$ cat src/hw/cfg_defines.svh
// Constants for the factory configuration command decoder
`ifndef CFG_DEFINES_SVH
`define CFG_DEFINES_SVH
`define FRM_HEADER 8'hcc
`define FRM_TRAILER 8'hdd
`define KEY_B0 8'hff
`define KEY_B1 8'hee
`define KEY_B2 8'hbb
`define KEY_B3 8'haa
`define REQ_LEN 4'hd
`define RSP_LEN 3'h7
`define ADDR_BCAST 8'hff
`define OP_NODE 8'h00
`define OP_R232 8'h01
`define OP_R485 8'h02
`define OP_CAN 8'h03
`define OP_SUBDIV 8'h05
`define OP_SPEED 8'h07
`define OP_HOME 8'h0e
`define OP_CANDST 8'h10
`define OP_GRP0 8'h50
`define OP_GRP3 8'h53
`define NODE_MAX 8'h7f
`define UART_MAX 8'h04
`define CAN_MAX 8'h03
`define SUB_MIN 8'h01
`define SUB_MAX 8'h05
`define SPD_MIN 16'h0001
`define SPD_MAX 16'h0258
`define GRP_MIN 8'h80
`define GRP_MAX 8'hfe
`define DEF_NODE 8'h00
`define DEF_UART 3'h0
`define DEF_CAN 2'h0
`define DEF_SUB 3'h3
`define DEF_SPD 16'h012c
`define DEF_HOME 1'b0
`define DEF_CANDST 8'h00
`define DEF_GRP 8'h00
`define ST_OK 8'h00
`define ST_FRAME 8'h01
`define ST_PARAM 8'h02
`define ST_REJECT 8'h07
`define AX_CTRL 4'h0
`define AX_STAT 4'h4
`define AX_IRQ_ST 4'h8
`define AX_IRQ_CLR 4'hc
`define AX_IRQ_EN 8'h10
`endif

$ cat src/hw/cfg_pkg.sv
// Types for the factory configuration command decoder
package cfg_pkg;
	typedef struct packed {
		logic [7:0] node;
		logic [2:0] rs232;
		logic [2:0] rs485;
		logic [1:0] can;
		logic [2:0] subdiv;
		logic [15:0] speed;
		logic home;
		logic [7:0] can_dst;
		logic [31:0] group;
	} settings_s;
	typedef struct packed {
		logic valid;
		logic [7:0] data;
	} byte_s;
	typedef enum logic [1:0] {
		RX_IDLE,
		RX_BODY,
		RX_EXEC
	} rx_state_e;
endpackage

$ cat src/hw/addr_match.sv
// Destination match against node, group and broadcast addresses
`timescale 1ns/1ns
`include "cfg_defines.svh"
module addr_match (
	input wire logic [7:0] dest,
	input wire logic [7:0] node,
	input wire logic [31:0] group,
	output logic hit
);
	logic [3:0] grp_hit;
	genvar g;
	generate
		for (g = 0; g < 4; g++) begin : g_grp
			// Unused channels hold 0x00 and never match a group frame
			assign grp_hit[g] = (group[8*g +: 8] == dest) &&
				(dest >= `GRP_MIN);
		end
	endgenerate
	assign hit = (dest == node) || (|grp_hit) ||
		(dest == `ADDR_BCAST);
endmodule // addr_match

$ cat src/hw/cfg_decoder.sv
// Factory configuration command decoder with AXI4-Lite register port
`timescale 1ns/1ns
`include "cfg_defines.svh"
module cfg_decoder (
	input wire logic CLK,
	input wire logic RST_N,
	input wire logic RX_VALID,
	input wire logic [7:0] RX_DATA,
	output logic RX_READY,
	output logic TX_VALID,
	output logic [7:0] TX_DATA,
	input wire logic TX_READY,
	output cfg_pkg::settings_s SETTINGS,
	output logic IRQ,
	input wire logic [31:0] S_AXI_AWADDR,
	input wire logic S_AXI_AWVALID,
	output logic S_AXI_AWREADY,
	input wire logic [31:0] S_AXI_WDATA,
	input wire logic [3:0] S_AXI_WSTRB,
	input wire logic S_AXI_WVALID,
	output logic S_AXI_WREADY,
	output logic [1:0] S_AXI_BRESP,
	output logic S_AXI_BVALID,
	input wire logic S_AXI_BREADY,
	input wire logic [31:0] S_AXI_ARADDR,
	input wire logic S_AXI_ARVALID,
	output logic S_AXI_ARREADY,
	output logic [31:0] S_AXI_RDATA,
	output logic [1:0] S_AXI_RRESP,
	output logic S_AXI_RVALID,
	input wire logic S_AXI_RREADY
);
	cfg_pkg::rx_state_e state_q;
	cfg_pkg::settings_s set_q;
	cfg_pkg::byte_s tx_byte;
	logic [7:0] frm_q [0:13];
	logic [3:0] idx_q;
	logic [15:0] sum_q;
	logic hit;
	logic tx_busy;
	logic tx_take;
	logic tx_start_q;
	logic [7:0] status_q;
	logic [7:0] last_op_q;
	logic reply_en_q;
	logic factory_q;
	logic [2:0] irq_st_q;
	logic [2:0] irq_en_q;
	logic [2:0] irq_clr;
	logic [2:0] ev;
	logic [7:0] op;
	logic [7:0] p0;
	logic [15:0] p16;
	logic key_ok;
	logic frame_ok;
	logic [15:0] rx_sum;
	logic aw_q;
	logic w_q;
	logic [7:0] awa_q;
	logic [31:0] wd_q;
	logic [7:0] ar;

	assign op = frm_q[2];
	assign p0 = frm_q[7];
	assign p16 = {frm_q[8], frm_q[7]};
	assign rx_sum = {frm_q[13], frm_q[12]};
	assign key_ok = frm_q[3] == `KEY_B0 && frm_q[4] == `KEY_B1 &&
		frm_q[5] == `KEY_B2 && frm_q[6] == `KEY_B3;
	assign frame_ok = frm_q[0] == `FRM_HEADER &&
		frm_q[11] == `FRM_TRAILER && rx_sum == sum_q;
	// Serialiser steps only when the output register is free or taken
	assign tx_take = !TX_VALID || TX_READY;

	addr_match u_match (
		.dest(frm_q[1]),
		.node(set_q.node),
		.group(set_q.group),
		.hit(hit)
	);

	reply_tx u_reply (
		.clk(CLK),
		.rst_n(RST_N),
		.start(tx_start_q),
		.addr(set_q.node),
		.status(status_q),
		.sparam({8'h00, last_op_q}),
		.ready(tx_take),
		.out(tx_byte),
		.busy(tx_busy)
	);

	// Frame capture: 14 bytes, sum over bytes 0 to 11 (header through trailer)
	always_ff @(posedge CLK) begin
		if (!RST_N) begin
			state_q <= cfg_pkg::RX_IDLE;
			idx_q <= 4'h0;
			sum_q <= 16'h0000;
			RX_READY <= 1'b0;
		end else begin
			case (state_q)
				cfg_pkg::RX_IDLE: begin
					// Closed while a reply is pending or still leaving
					RX_READY <= !tx_busy && !tx_start_q && !TX_VALID;
					if (RX_VALID && RX_READY &&
						RX_DATA == `FRM_HEADER) begin
						idx_q <= 4'h1;
						// Header is the first byte of the sum
						sum_q <= {8'h00, RX_DATA};
						state_q <= cfg_pkg::RX_BODY;
					end
				end
				cfg_pkg::RX_BODY: begin
					if (RX_VALID && RX_READY) begin
						if (idx_q <= 4'hb)
							sum_q <= sum_q + {8'h00, RX_DATA};
						idx_q <= idx_q + 4'h1;
						if (idx_q == `REQ_LEN) begin
							RX_READY <= 1'b0;
							state_q <= cfg_pkg::RX_EXEC;
						end
					end
				end
				cfg_pkg::RX_EXEC: state_q <= cfg_pkg::RX_IDLE;
				default: state_q <= cfg_pkg::RX_IDLE;
			endcase
		end
	end

	always_ff @(posedge CLK) begin
		if (state_q == cfg_pkg::RX_IDLE && RX_VALID && RX_READY)
			frm_q[0] <= RX_DATA;
		else if (state_q == cfg_pkg::RX_BODY && RX_VALID && RX_READY)
			frm_q[idx_q] <= RX_DATA;
	end

	// Command execution; settings only change on reset, a clean keyed frame or a factory reload from CTRL bit 1
	always_ff @(posedge CLK) begin
		if (!RST_N || factory_q) begin
			set_q.node <= `DEF_NODE;
			set_q.rs232 <= `DEF_UART;
			set_q.rs485 <= `DEF_UART;
			set_q.can <= `DEF_CAN;
			set_q.subdiv <= `DEF_SUB;
			set_q.speed <= `DEF_SPD;
			set_q.home <= `DEF_HOME;
			set_q.can_dst <= `DEF_CANDST;
			set_q.group <= {4{`DEF_GRP}};
			status_q <= `ST_OK;
			last_op_q <= 8'h00;
			tx_start_q <= 1'b0;
			ev <= 3'h0;
		end else begin
			tx_start_q <= 1'b0;
			ev <= 3'h0;
			if (state_q == cfg_pkg::RX_EXEC && hit) begin
				last_op_q <= op;
				tx_start_q <= reply_en_q;
				if (!frame_ok) begin
					status_q <= `ST_FRAME;
					ev[1] <= 1'b1;
				end else if (!key_ok) begin
					status_q <= `ST_REJECT;
					ev[1] <= 1'b1;
				end else begin
					status_q <= `ST_OK;
					ev[0] <= 1'b1;
					case (op)
						`OP_NODE:
							if (p0 <= `NODE_MAX) set_q.node <= p0;
							else status_q <= `ST_PARAM;
						`OP_R232:
							if (p0 <= `UART_MAX) set_q.rs232 <= p0[2:0];
							else status_q <= `ST_PARAM;
						`OP_R485:
							if (p0 <= `UART_MAX) set_q.rs485 <= p0[2:0];
							else status_q <= `ST_PARAM;
						`OP_CAN:
							if (p0 <= `CAN_MAX) set_q.can <= p0[1:0];
							else status_q <= `ST_PARAM;
						`OP_SUBDIV:
							if (p0 >= `SUB_MIN && p0 <= `SUB_MAX)
								set_q.subdiv <= p0[2:0];
							else status_q <= `ST_PARAM;
						`OP_SPEED:
							if (p16 >= `SPD_MIN && p16 <= `SPD_MAX)
								set_q.speed <= p16;
							else status_q <= `ST_PARAM;
						`OP_HOME:
							if (p16 <= 16'h0001) set_q.home <= p16[0];
							else status_q <= `ST_PARAM;
						`OP_CANDST: set_q.can_dst <= p0;
						default:
							if (op >= `OP_GRP0 && op <= `OP_GRP3 &&
								p0 >= `GRP_MIN && p0 <= `GRP_MAX)
								set_q.group[8*op[1:0] +: 8] <= p0;
							else status_q <= `ST_PARAM;
					endcase
					ev[2] <= 1'b0;
				end
			end
			if (state_q == cfg_pkg::RX_EXEC && hit && frame_ok && key_ok &&
				!(op inside {`OP_NODE, `OP_R232, `OP_R485, `OP_CAN,
				`OP_SUBDIV, `OP_SPEED, `OP_HOME, `OP_CANDST}) &&
				!(op >= `OP_GRP0 && op <= `OP_GRP3))
				ev[2] <= 1'b1;
		end
	end

	always_ff @(posedge CLK) begin
		if (!RST_N) begin
			irq_st_q <= 3'h0;
			IRQ <= 1'b0;
		end else begin
			irq_st_q <= (irq_st_q & ~irq_clr) | ev;
			IRQ <= |(((irq_st_q & ~irq_clr) | ev) & irq_en_q);
		end
	end

	// AXI4-Lite slave, one write and one read at a time
	assign irq_clr = (aw_q && w_q && !S_AXI_BVALID &&
		awa_q == `AX_IRQ_CLR) ? wd_q[2:0] : 3'h0;
	assign ar = S_AXI_ARADDR[7:0];

	always_ff @(posedge CLK) begin
		if (!RST_N) begin
			aw_q <= 1'b0;
			w_q <= 1'b0;
			awa_q <= 8'h00;
			wd_q <= 32'h0;
			S_AXI_AWREADY <= 1'b0;
			S_AXI_WREADY <= 1'b0;
			S_AXI_BVALID <= 1'b0;
			S_AXI_BRESP <= 2'h0;
			reply_en_q <= 1'b1;
			factory_q <= 1'b0;
			irq_en_q <= 3'h0;
		end else begin
			factory_q <= 1'b0;
			S_AXI_AWREADY <= !aw_q && !S_AXI_AWREADY && !S_AXI_BVALID;
			S_AXI_WREADY <= !w_q && !S_AXI_WREADY && !S_AXI_BVALID;
			if (S_AXI_AWVALID && S_AXI_AWREADY) begin
				aw_q <= 1'b1;
				awa_q <= S_AXI_AWADDR[7:0];
				S_AXI_AWREADY <= 1'b0;
			end
			if (S_AXI_WVALID && S_AXI_WREADY) begin
				w_q <= 1'b1;
				wd_q <= S_AXI_WDATA;
				S_AXI_WREADY <= 1'b0;
			end
			if (aw_q && w_q && !S_AXI_BVALID) begin
				S_AXI_BVALID <= 1'b1;
				S_AXI_BRESP <= 2'h0;
				case (awa_q)
					{4'h0, `AX_CTRL}: begin
						reply_en_q <= wd_q[0];
						factory_q <= wd_q[1];
					end
					{4'h0, `AX_IRQ_CLR}: ;
					`AX_IRQ_EN: irq_en_q <= wd_q[2:0];
					default: S_AXI_BRESP <= 2'h2;
				endcase
			end
			if (S_AXI_BVALID && S_AXI_BREADY) begin
				S_AXI_BVALID <= 1'b0;
				aw_q <= 1'b0;
				w_q <= 1'b0;
			end
		end
	end

	always_ff @(posedge CLK) begin
		if (!RST_N) begin
			S_AXI_ARREADY <= 1'b0;
			S_AXI_RVALID <= 1'b0;
			S_AXI_RDATA <= 32'h0;
			S_AXI_RRESP <= 2'h0;
		end else begin
			S_AXI_ARREADY <= !S_AXI_ARREADY && !S_AXI_RVALID;
			if (S_AXI_ARVALID && S_AXI_ARREADY) begin
				S_AXI_ARREADY <= 1'b0;
				S_AXI_RVALID <= 1'b1;
				S_AXI_RRESP <= 2'h0;
				case (ar)
					{4'h0, `AX_CTRL}: S_AXI_RDATA <= {30'h0, 1'b0, reply_en_q};
					{4'h0, `AX_STAT}: S_AXI_RDATA <= {16'h0, last_op_q, status_q};
					{4'h0, `AX_IRQ_ST}: S_AXI_RDATA <= {29'h0, irq_st_q};
					`AX_IRQ_EN: S_AXI_RDATA <= {29'h0, irq_en_q};
					default: begin
						S_AXI_RDATA <= 32'h0;
						S_AXI_RRESP <= 2'h2;
					end
				endcase
			end else if (S_AXI_RVALID && S_AXI_RREADY) begin
				S_AXI_RVALID <= 1'b0;
			end
		end
	end

	always_ff @(posedge CLK) begin
		if (!RST_N) begin
			TX_VALID <= 1'b0;
			TX_DATA <= 8'h00;
			SETTINGS <= '0;
		end else begin
			// Byte stands until the host takes it
			if (tx_take) begin
				TX_VALID <= tx_byte.valid;
				TX_DATA <= tx_byte.data;
			end
			SETTINGS <= set_q;
		end
	end
endmodule // cfg_decoder

$ cat src/hw/reply_tx.sv
// Reply frame serialiser with running checksum
`timescale 1ns/1ns
`include "cfg_defines.svh"
module reply_tx (
	input wire logic clk,
	input wire logic rst_n,
	input wire logic start,
	input wire logic [7:0] addr,
	input wire logic [7:0] status,
	input wire logic [15:0] sparam,
	input wire logic ready,
	output cfg_pkg::byte_s out,
	output logic busy
);
	logic [2:0] idx_q;
	logic [15:0] sum_q;
	logic [7:0] cur;
	logic [7:0] addr_q;
	logic [7:0] stat_q;
	logic [15:0] par_q;
	always_comb begin
		case (idx_q)
			3'h0: cur = `FRM_HEADER;
			3'h1: cur = addr_q;
			3'h2: cur = stat_q;
			3'h3: cur = par_q[7:0];
			3'h4: cur = par_q[15:8];
			3'h5: cur = `FRM_TRAILER;
			3'h6: cur = sum_q[7:0];
			default: cur = sum_q[15:8];
		endcase
	end
	always_ff @(posedge clk) begin
		if (!rst_n) begin
			busy <= 1'b0;
			idx_q <= 3'h0;
			sum_q <= 16'h0000;
			addr_q <= 8'h00;
			stat_q <= 8'h00;
			par_q <= 16'h0000;
		end else if (start && !busy) begin
			busy <= 1'b1;
			idx_q <= 3'h0;
			sum_q <= 16'h0000;
			addr_q <= addr;
			stat_q <= status;
			par_q <= sparam;
		end else if (busy && ready) begin
			// Sum covers header through trailer
			if (idx_q <= 3'h5)
				sum_q <= sum_q + {8'h00, cur};
			idx_q <= idx_q + 3'h1;
			if (idx_q == `RSP_LEN)
				busy <= 1'b0;
		end
	end
	assign out.valid = busy;
	assign out.data = cur;
endmodule // reply_tx

$ cat config.mk
export PLATFORM = sky130hd
export DESIGN_NAME = cfg_decoder
export DESIGN_NICKNAME = d
export VERILOG_FILES = /design/src/hw/cfg_pkg.sv /design/src/hw/addr_match.sv /design/src/hw/cfg_decoder.sv /design/src/hw/reply_tx.sv
export VERILOG_INCLUDE_DIRS = /design/src /design/src/hw
export SDC_FILE = /design/constraint.sdc
export NUM_CORES = 1
export LEC_CHECK = 0
export ABC_CLOCK_PERIOD_IN_PS = 3500
export BUFFER_PORTS_ARGS = -buffer_cell sky130_fd_sc_hd__buf_2
export CORE_MARGIN = 3
export CORE_UTILIZATION = 35
export DETAILED_ROUTE_END_ITERATION = 10
export GPL_TIMING_DRIVEN = 1
export PLACE_DENSITY_LB_ADDON = 0.08
export SLEW_MARGIN = 10
export SYNTH_ARGS = -nofsm -noshare
export SYNTH_HDL_FRONTEND = slang
export SYNTH_HIERARCHICAL = 1
export SYNTH_SLANG_ARGS = --single-unit
$ cat constraint.sdc
create_clock -name CLK -period 3.5 [get_ports CLK]
set_clock_uncertainty 0.05 [all_clocks]
set_input_delay 0.35 -clock CLK [delete_from_list [all_inputs] [get_ports CLK]]
set_output_delay 0.35 -clock CLK [all_outputs]
set_load 0.01 [all_outputs]
==> results.sh, run 1 <==
export IMPL_status="finished, final reports clean"
export IMPL_hold_viol=0
export IMPL_ant_nets=0
export IMPL_path_buf_inv=1
export IMPL_grt_max_degree=59
export IMPL_dp_slack_ns=0.1627
export IMPL_rsz0062_at_grt="no"
export IMPL_path_class="reg -> reg"
export IMPL_synth_top_cell_area_share_pct=36.60
export IMPL_synthFlopType="dfxtp_1"
export IMPL_cts_sinks=387
export IMPL_setup_tns_final_ns=0
export IMPL_yosys_warnings=6
export IMPL_hpwlAfterDp_um=28550
export IMPL_ys_async_sr_fraction_pct=0
export IMPL_antenna_found_initial=1
export IMPL_clkLatencyLatePin_ns=0.57
export IMPL_syn_avg_cell_area_um2=10.11
export IMPL_final_core_util_pct=42.44
export IMPL_pwr_share_seq_pct=48.2
export IMPL_cts_buffers=44
export IMPL_hold_class="in -> reg"
export IMPL_ir_drop_mv=0.4095
export IMPL_num_antenna_cells=0
export IMPL_die_w_um=219.3
export IMPL_slew_violations=0
export IMPL_slew_headroom_pct=33.10
export IMPL_rows=77
export IMPL_track_usage_pct=17.27
export IMPL_setup_slack_ns=0.1908
export IMPL_wl_um=41610
export IMPL_drive_above_1_share_pct=15.92
export IMPL_multi_input_area_mm2=0.006766
export IMPL_crit_fanout=11
export IMPL_grt_pass1_wl_um=65370
export IMPL_report_final_setup_viol=0
export IMPL_synthDistinctLibCells=74
export IMPL_grt_pass1_vias=11420
export IMPL_die_h_um=219.3
export IMPL_p_leak_nw=7.240
export IMPL_critical_path_cell_chain="inv_1 -> ha_1 -> a221oi_1 -> nor2_1 -> a221oi_1 -> a21oi_1 -> ha_1 -> fa_1 -> a211oi_2 -> nor3_1 -> o2111ai_1 -> xor2_1 -> nor2_1"
export IMPL_fmax_mhz=302.2
export IMPL_synthCells=1575
export IMPL_crit_required_ns=3.88
export IMPL_yosysTopAreaCell="dfxtp_1"
export IMPL_drv_cap=0
export IMPL_power_density_mw_per_mm2=506.1
export IMPL_syn_to_final_growth_pct=18.92
export IMPL_vias_per_cell=4.865
export IMPL_clockPowerShare_pct=49.3
export IMPL_power_switching_mw=2.026
export IMPL_ff_latch_area_mm2=0.008708
export IMPL_synth_ff_latch_count=387
export IMPL_dr_total_vias=11530
export IMPL_route_detailed_drc=0
export IMPL_crit_family="compound AO/OA/AOI/OAI gates"
export IMPL_syn_cell_area_mm2=0.01592
export IMPL_post_cts_setup_buffers=0
export IMPL_critPathArrivalTime_ns=3.69
export IMPL_synth_edf_count=96
export IMPL_cts_tree="built"
export IMPL_die_area_mm2=0.04807
export IMPL_start_util_pct=35.68
export IMPL_io_buffers=140
export IMPL_firstDrtPassIters=5
export IMPL_ctsLongestPathBuffers=3
export IMPL_wl_per_cell_um=17.56
export IMPL_period_share_pct=94.55
export IMPL_hold_ws_ns=0.03784
export IMPL_max_stage_delay_ns=0.43
export IMPL_p_int_mw=7.555
export IMPL_io_pins=245
export IMPL_p_sw_share_pct=21.15
export IMPL_core_mm2=0.04461
export IMPL_grt_ovfl_total=0
export IMPL_drt_initial_drc_count=584
export IMPL_period_minus_slack_ns=3.309
export IMPL_cts_root_buffer="clkbuf_16"
export IMPL_crit_path_end_kind="flip-flop"
export IMPL_routabilityCongestion=0.7774
export IMPL_startpoint_type="flip-flop"
export IMPL_power_frac_comb_pct=2.4
export IMPL_clk_pin_slew_ns=0.06
export IMPL_layout_nets=1891
export IMPL_worst_path_max_delay_cell="fa_1"
export IMPL_ys_seq_area_share_pct=54.71
export IMPL_fillers=4312
export IMPL_htree_levels=2
export IMPL_tightest_slew_ns=1.004
export IMPL_ys_top_cells_by_area="dfxtp_1, edfxtp_1, nand2_1"
## worst paths after layout
path | startpoint | endpoint | slack, ns | depth (start not counted)
max reg2reg | u_reply/idx_q[0]$_SDFFE_PP0P_ | u_reply/sum_q[10]$_SDFFE_PP0P_ | 0.19 | 13
min | S_AXI_WDATA[2] | wd_q[2]$_SDFFE_PN0P_ | 0.04 | 3
max | u_reply/idx_q[0]$_SDFFE_PP0P_ | u_reply/sum_q[10]$_SDFFE_PP0P_ | 0.19 | 13
min reg2reg | set_q[52]$_SDFFE_PP0P_ | SETTINGS[52]$_SDFF_PN0_ | 0.39 | 1
## cell usage after synthesis (5+ instances only)
cell	instances
dfxtp_1	291
nand2_1	239
edfxtp_1	96
and2_1	90
nor2_1	87
a21oi_1	82
nand3_1	80
clkbuf_1	68
mux2i_1	58
xnor2_1	58
o21ai_0	43
a21boi_0	33
buf_4	31
ha_1	29
nor3_1	28
nand4_1	27
xor2_1	20
inv_1	17
nand2b_1	13
a211oi_1	11
nor4_1	11
or4_1	9
a22oi_1	8
nor3b_1	8
a31oi_1	7
and3_1	7
nor2b_1	7
o211ai_1	7
a221oi_1	6
nand4b_1	6
a2111oi_0	5
a311oi_1	5
nor4_2	5
nor4b_1	5
or3_1	5
## placed cells by master (no fill, tap or decap), drive strengths merged, types with 13 or more instances in the layout
master,n
nor2,87
o21ai,43
inv,20
a21oi,82
nor3,29
dfxtp,291
xnor2,58
nand4,27
edfxtp,96
nand3,84
and2,90
xor2,20
nor4,19
ha,29
mux2i,58
nand2,240
clkbuf,64
nand2b,13
buf,181
a21boi,33
conb,36
## power by group through the flow
stage | clock network (mW) | registers (mW) | logic [mW]
3_5_place_dp | 0 | 4.72 | 0.225
6_report | 4.73 | 4.62 | 0.233
3_3_place_gp | 0 | 4.72 | 0.223
5_1_grt | 5.08 | 4.62 | 0.261
4_1_cts | 4.88 | 4.62 | 0.235
2_1_floorplan | 0 | 4.72 | 0.136
## what timing repair did
action                                  CTS  global route
endpoints found under the setup margin    0            10
hold endpoints to repair                 11             0
hold buffers                             11             0
gates resized for setup                   0             3
## layout make-up
cell class | count | area share [%]
clock inverter | 17 | 1.031
sequential | 387 | 46.00
timing repair buffer | 192 | 6.041
tap | 592 | 3.913
clock buffer | 64 | 6.887
multi-input combinational | 1099 | 35.75
inverter | 19 | 0.3768
## layer usage
layer	vias to the layer above	global-route usage, %	part of all wire, %
li1	5804	-	-
met1	5481	23.33	47
met2	190	28.55	47
met3	54	3.282	4.1
met4	0	4.256	1.8
met5	-	0	0
## metrics by stage
stage          power, mW  cells  area (um^2)
2_1_floorplan      4.854   1610        16050
3_3_place_gp       4.941   2278        17300
3_5_place_dp       4.943   2278        17300
4_1_cts            9.740   2370        18910
5_1_grt            9.960   2370        18930
6_report           9.581   2370        18930
## logic make-up (layout without fill, tap and decap cells)
| group | Yosys count | count (layout) | share of synthesized area, % |
|---|---|---|---|
| compound gates | 237 | 237 | 9.535 |
| xor+xnor | 78 | 78 | 4.292 |
| fa+ha+maj | 32 | 32 | 2.594 |
| buf+inv | 124 | 292 | 3.820 |
| flops | 387 | 387 | 54.71 |
| mux | 61 | 61 | 3.859 |
| other cells | 1 | 36 | 0.02356 |
| simple gates | 655 | 655 | 21.17 |
## state kept, by name, indices dropped and copies added (netlist names), 2 cells and up
signal and flops:
ev 3, last_op_q 8, irq_st_q 3, frm_q 96, u_reply/stat_q 8, wd_q 3
idx_q 4, TX_DATA 8, state_q 2, awa_q 8, S_AXI_RDATA 11, set_q 76
u_reply/addr_q 8, status_q 3, irq_en_q 3, u_reply/idx_q 3, u_reply/sum_q 16, sum_q 16
u_reply/par_q 16, SETTINGS 76
## tightest hold or removal path: stages
cell	delay [ns]
buf_2	0.10
nand3_1	0.09
a21oi_1	0.07
Note: power is estimated with default switching activity, not from simulation.
==> inputs of run 2 (changes only) <==
- SYNTH_HIERARCHICAL: 1 -> not set
==> results.sh, run 2 <==
export IMPL_status="finished, final reports clean"
export IMPL_top_regs="frm_q (96), SETTINGS (76), set_q (76)"
export IMPL_crit_path_end_kind="flip-flop"
export IMPL_fmax_mhz=306.2
export IMPL_final_common_cell="dfxtp_1"
export IMPL_power_switching_mw=1.905
export IMPL_grt_ovfl_total=0
export IMPL_drive_above_1_share_pct=16.04
export IMPL_die_h_um=214.3
export IMPL_dp_cells=2181
export IMPL_firstDrtPassIters=5
export IMPL_report_final_setup_viol=0
export IMPL_synth_edf_count=96
export IMPL_track_usage_pct=17.07
export IMPL_ctsLongestPathBuffers=3
export IMPL_power_density_mw_per_mm2=501.2
export IMPL_synth_most_common_cell="dfxtp_1"
export IMPL_grt_pass1_vias=10940
export IMPL_dr_total_vias=11000
export IMPL_vias_per_cell=4.856
export IMPL_hold_ws_ns=0.03904
export IMPL_num_antenna_cells=0
export IMPL_synth_ff_latch_count=374
export IMPL_hpwlAfterDp_um=27520
export IMPL_fillers=4226
export IMPL_layout_common_cells="dfxtp_1, nand2_1, buf_2"
export IMPL_route_detailed_drc=0
export IMPL_ir_drop_mv=0.3180
export IMPL_p_sw_share_pct=20.98
export IMPL_antenna_found_initial=0
export IMPL_yosys_top_cells_count="dfxtp_1, nand2_1, nor2_1, edfxtp_1, mux2i_1"
export IMPL_synthDistinctLibCells=68
export IMPL_synthFlopType="dfxtp_1"
export IMPL_final_cells=2266
export IMPL_crit_required_ns=3.92
export IMPL_power_frac_comb_pct=2.5
export IMPL_hold_viol=0
export IMPL_die_area_mm2=0.04591
export IMPL_rsz0062_at_grt="no"
export IMPL_startpoint_type="flip-flop"
export IMPL_wl_um=39380
export IMPL_pwr_share_seq_pct=49.3
export IMPL_synth_top_cell_area_share_pct=36.66
export IMPL_routabilityCongestion=0.8185
export IMPL_period_minus_slack_ns=3.265
export IMPL_met2_usage_pct=27.76
export IMPL_wl_per_cell_um=17.38
export IMPL_p_int_mw=7.174
export IMPL_layout_nets=1805
export IMPL_rows=75
export IMPL_clockPowerShare_pct=48.2
export IMPL_clkLatencyLatePin_ns=0.56
export IMPL_crit_fanout=13
export IMPL_ys_top_cells_by_area="dfxtp_1, edfxtp_1, mux2i_1"
export IMPL_clk_pin_slew_ns=0.06
export IMPL_synthCells=1489
export IMPL_syn_avg_cell_area_um2=10.20
export IMPL_largest_register_ffs=96
export IMPL_critPathArrivalTime_ns=3.69
export IMPL_drv_cap=0
export IMPL_ant_nets=0
export IMPL_ys_seq_area_share_pct=55.65
export IMPL_htree_levels=2
export IMPL_io_pins=245
export IMPL_yosys_warnings=0
export IMPL_grt_max_degree=77
export IMPL_core_mm2=0.04242
export IMPL_io_buffers=140
export IMPL_period_share_pct=93.30
export IMPL_drt_initial_drc_count=613
export IMPL_syn_to_final_growth_pct=19.30
export IMPL_path_class="reg -> reg"
export IMPL_busiest_layer="met2"
export IMPL_ys_async_sr_fraction_pct=0
export IMPL_slew_headroom_pct=32.02
export IMPL_cts_root_buffer="clkbuf_16"
export IMPL_use_met1_pct=23.39
export IMPL_cts_sinks=374
export IMPL_syn_cell_area_mm2=0.01518
export IMPL_die_w_um=214.3
export IMPL_slew_violations=0
export IMPL_setup_slack_ns=0.2346
export IMPL_tightest_slew_ns=1.012
export IMPL_dp_slack_ns=-0.04733
export IMPL_met3_usage_pct=3.217
export IMPL_cts_tree="built"
export IMPL_cts_buffers=41
export IMPL_hold_class="in -> reg"
export IMPL_top_register="frm_q"
export IMPL_yosysTopAreaCell="dfxtp_1"
export IMPL_start_util_pct=35.79
export IMPL_p_leak_nw=7.245
export IMPL_grt_pass1_wl_um=63020
## run 2: changes by cell type after synthesis, moves of 9 or more
cell,before,now
dfxtp_1,291,278
nor2_1,87,111
xor2_1,20,11
nand2_1,239,187
and3_1,7,17
and2_1,90,79
mux2i_1,58,80
inv_1,17,29
a21boi_0,33,3
## run 2: final cells by class
type | count | area [um^2] | share of cell area (%)
Inverter | 29 | 108.9 | 0.6010
Multi-Input combinational cell | 1012 | 6281 | 34.68
Sequential cell | 374 | 8448 | 46.64
Timing Repair Buffer | 199 | 1169 | 6.452
Clock inverter | 11 | 111.4 | 0.6148
Tap cell | 577 | 721.9 | 3.986
Clock buffer | 64 | 1272 | 7.025
## run 2: metrics by stage
stage                     util [%]  power, mW  TNS, ns  instance area, um^2
final                        42.70      9.079        0                18110
after global routing         42.70      9.440        0                18110
after CTS                    42.68      9.237        0                18100
after detailed placement     39.18      4.789  -0.1695                16620
after global placement       39.18      4.785        0                16620
after floorplan                  -      4.695        0                15260
## run 2: logic make-up after synthesis
family,share of synthesized area [%]
buf+inv,3.659
other cells,0.02470
compound gates,7.722
xor+xnor,4.656
fa+ha+maj,2.720
mux,5.423
simple gates,20.15
flops,55.65
## run 2: routing by layer
metal / share of wire, % / up-vias
met2: 47 / 224
met5: 0 / -
li1: - / 5510
met3: 4.6 / 53
met4: 2.0 / 0
met1: 47 / 5217
## run 2: final timing paths
kind | to | slack (ns) | cells past startpoint | start
max | u_reply.sum_q[6]$_SDFFE_PP0P_ | 0.23 | 13 | u_reply.idx_q[1]$_SDFFE_PP0P_
min | wd_q[1]$_SDFFE_PN0P_ | 0.04 | 3 | S_AXI_WDATA[1]
max reg2reg | u_reply.sum_q[6]$_SDFFE_PP0P_ | 0.23 | 13 | u_reply.idx_q[1]$_SDFFE_PP0P_
min reg2reg | SETTINGS[55]$_SDFF_PN0_ | 0.40 | 1 | set_q[55]$_SDFFE_PP0P_
## run 2: repair_timing
item	CTS	global route
setup endpoints to repair	5	8
pin swaps	0	1
hold endpoints to repair	10	0
setup buffers	0	0
hold buffers	10	0
resized for setup	1	4
## run 2: power groups by stage
stage | clock (mW) | sequential [mW] | combinational [mW]
2_1_floorplan | 0 | 4.57 | 0.129
3_3_place_gp | 0 | 4.57 | 0.219
3_5_place_dp | 0 | 4.57 | 0.221
4_1_cts | 4.53 | 4.47 | 0.230
5_1_grt | 4.71 | 4.47 | 0.252
6_report | 4.38 | 4.47 | 0.225
## run 2: critical path: stages, from the launching register on
cell	delay (ns)
dfxtp_1	0.39
inv_1	0.09
ha_1	0.20
a2111o_1	0.45
buf_4	0.20
a41oi_1	0.27
ha_1	0.33
nor2b_1	0.14
o21ai_0	0.24
a21boi_1	0.14
o21ai_2	0.26
nand2b_1	0.10
xnor2_1	0.13
o31ai_1	0.17
==> inputs of run 3 (changes only) <==
- CORE_ASPECT_RATIO: not set -> 1.1
- CORE_UTILIZATION: 35 -> 53
- CTS_BUF_LIST: not set -> sky130_fd_sc_hd__clkbuf_4
==> results.sh, run 3 (synthesis gave the netlist of run 2 again) <==
export IMPL_critPathArrivalTime_ns=3.76
export IMPL_layout_common_cells="dfxtp_1, nand2_1, buf_2"
export IMPL_p_int_mw=6.412
export IMPL_rsz0062_at_grt="yes"
export IMPL_dp_cells=1948
export IMPL_critical_path_cell_chain="inv_1 -> ha_1 -> a2111o_1 -> a41oi_2 -> ha_1 -> inv_1 -> fa_1 -> nor2b_1 -> o21ai_0 -> a21boi_1 -> o21ai_2 -> a211oi_1 -> xnor2_1 -> nor2_1"
export IMPL_io_pins=245
export IMPL_rrSetupSlack_ns=0.27
export IMPL_slew_violations=0
export IMPL_grt_pass1_vias=11480
export IMPL_crit_family="compound AO/OA/AOI/OAI gates"
export IMPL_clkLatencyLatePin_ns=0.72
export IMPL_largest_register_ffs=96
export IMPL_core_mm2=0.02803
export IMPL_clockPowerShare_pct=42.8
export IMPL_power_frac_comb_pct=3.0
export IMPL_vias_per_cell=5.387
export IMPL_grt_max_degree=79
export IMPL_dr_total_vias=11560
export IMPL_die_h_um=183.5
export IMPL_die_area_mm2=0.03072
export IMPL_track_usage_pct=23.43
export IMPL_fmax_mhz=309.3
export IMPL_post_cts_setup_buffers=0
export IMPL_power_switching_mw=1.832
export IMPL_drive_above_1_share_pct=18.02
export IMPL_multi_input_area_mm2=0.006289
export IMPL_wl_um=36440
export IMPL_report_final_setup_viol=0
export IMPL_ant_nets=0
export IMPL_top_register="frm_q"
export IMPL_period_minus_slack_ns=3.233
export IMPL_path_buf_inv=2
export IMPL_cts_sinks=374
export IMPL_firstDrtPassIters=5
export IMPL_htree_levels=3
export IMPL_clk_pin_slew_ns=0.06
export IMPL_hpwlAfterDp_um=24030
export IMPL_setup_tns_final_ns=0
export IMPL_ctsLongestPathBuffers=3
export IMPL_top_regs="frm_q (96), SETTINGS (76), set_q (76)"
export IMPL_hold_class="in -> reg"
export IMPL_cp_depth=14
export IMPL_max_stage_delay_ns=0.41
export IMPL_layout_nets=1868
export IMPL_rows=64
export IMPL_dp_slack_ns=0.04327
export IMPL_status="finished, final reports clean"
export IMPL_pwr_share_seq_pct=54.2
export IMPL_cts_buffers=91
export IMPL_slew_headroom_pct=34.00
export IMPL_r2r_cells=14
export IMPL_total_power_mw=8.244
export IMPL_drt_initial_drc_count=819
export IMPL_ff_latch_area_mm2=0.008448
export IMPL_tightest_slew_ns=0.9825
export IMPL_period_share_pct=92.38
export IMPL_ir_drop_mv=0.3600
export IMPL_hold_viol=0
export IMPL_antenna_found_initial=1
export IMPL_cts_root_buffer="clkbuf_4"
export IMPL_crit_fanout=5
export IMPL_holdPathStages=4
export IMPL_final_common_cell="dfxtp_1"
export IMPL_cts_tree="built"
export IMPL_start_util_pct=54.17
export IMPL_drv_cap=0
export IMPL_io_buffers=140
export IMPL_p_leak_nw=7.267
export IMPL_die_w_um=167.4
export IMPL_grt_pass1_wl_um=58750
export IMPL_routabilityCongestion=0.9177
export IMPL_path_class="reg -> reg"
export IMPL_syn_to_final_growth_pct=17.20
export IMPL_crit_path_end_kind="flip-flop"
export IMPL_power_density_mw_per_mm2=463.3
export IMPL_startpoint_type="flip-flop"
export IMPL_grt_ovfl_total=0
export IMPL_worst_path_max_delay_cell="a2111o_1"
export IMPL_fillers=2459
export IMPL_p_sw_share_pct=22.22
export IMPL_setup_slack_ns=0.2668
export IMPL_wl_per_cell_um=16.99
export IMPL_crit_required_ns=4.03
export IMPL_route_detailed_drc=0
export IMPL_final_cells=2145
run 3: changes by cell type in the layout (fill, tap and decap cells not counted), sizes merged:
cell and change:
clkinvlp -1, bufinv +1, diode +1, clkinv +16
inv +1, buf -19, clkbuf +62, dlygate4sd3 +32
run 3: per-stage QoR:
stage / hold slack [ns] / util [%] / area, um^2
floorplan: 0.3710 / - / 15260
global placement: 0.3861 / 57.88 / 16220
detailed placement: 0.3914 / 57.88 / 16220
CTS: 0.03461 / 63.42 / 17770
global route: 0.04188 / 63.49 / 17790
finish: 0.06644 / 63.49 / 17790
run 3: worst paths after layout:
path	endpoint	startpoint
min reg2reg	irq_st_q[1]$_SDFF_PN0_	ev[1]$_SDFF_PP0_
min	S_AXI_RDATA[2]$_SDFFE_PN0P_	S_AXI_ARADDR[3]
max	u_reply.sum_q[10]$_SDFFE_PP0P_	u_reply.idx_q[0]$_SDFFE_PP0P_
max reg2reg	u_reply.sum_q[10]$_SDFFE_PP0P_	u_reply.idx_q[0]$_SDFFE_PP0P_
run 3: power groups by stage:
stage / clock network, mW / registers (mW) / logic (mW)
after floorplan: 0 / 4.57 / 0.129
after global placement: 0 / 4.57 / 0.204
after detailed placement: 0 / 4.57 / 0.208
after CTS: 3.63 / 4.47 / 0.243
after global routing: 3.85 / 4.47 / 0.270
final: 3.53 / 4.47 / 0.245
run 3: layout make-up:
class                      count  area share, %
antenna                        1        0.01406
clock inverter                28          1.048
inverter                      29         0.6118
clock buffer                 126          5.316
tap                          363          2.553
timing repair buffer         212          7.637
multi-input combinational   1012          35.34
sequential                   374          47.48
run 3: per-layer routing:
metal	GRT usage, %	routed length [um]
met2	40.42	18050
met1	29.41	15530
met3	4.172	1954
met4	9.362	908
met5	0	0
run 3: what timing repair did:
item	CTS	global route
setup endpoints to repair	0	5
hold buffers	42	0
endpoints found under the hold margin	60	0
gates resized for setup	0	6
run 3: tightest hold or removal path, cell delays in order:
cell and delay, ns:
buf_2 0.12, o21ai_0 0.10, a22oi_1 0.14, nor2_1 0.05
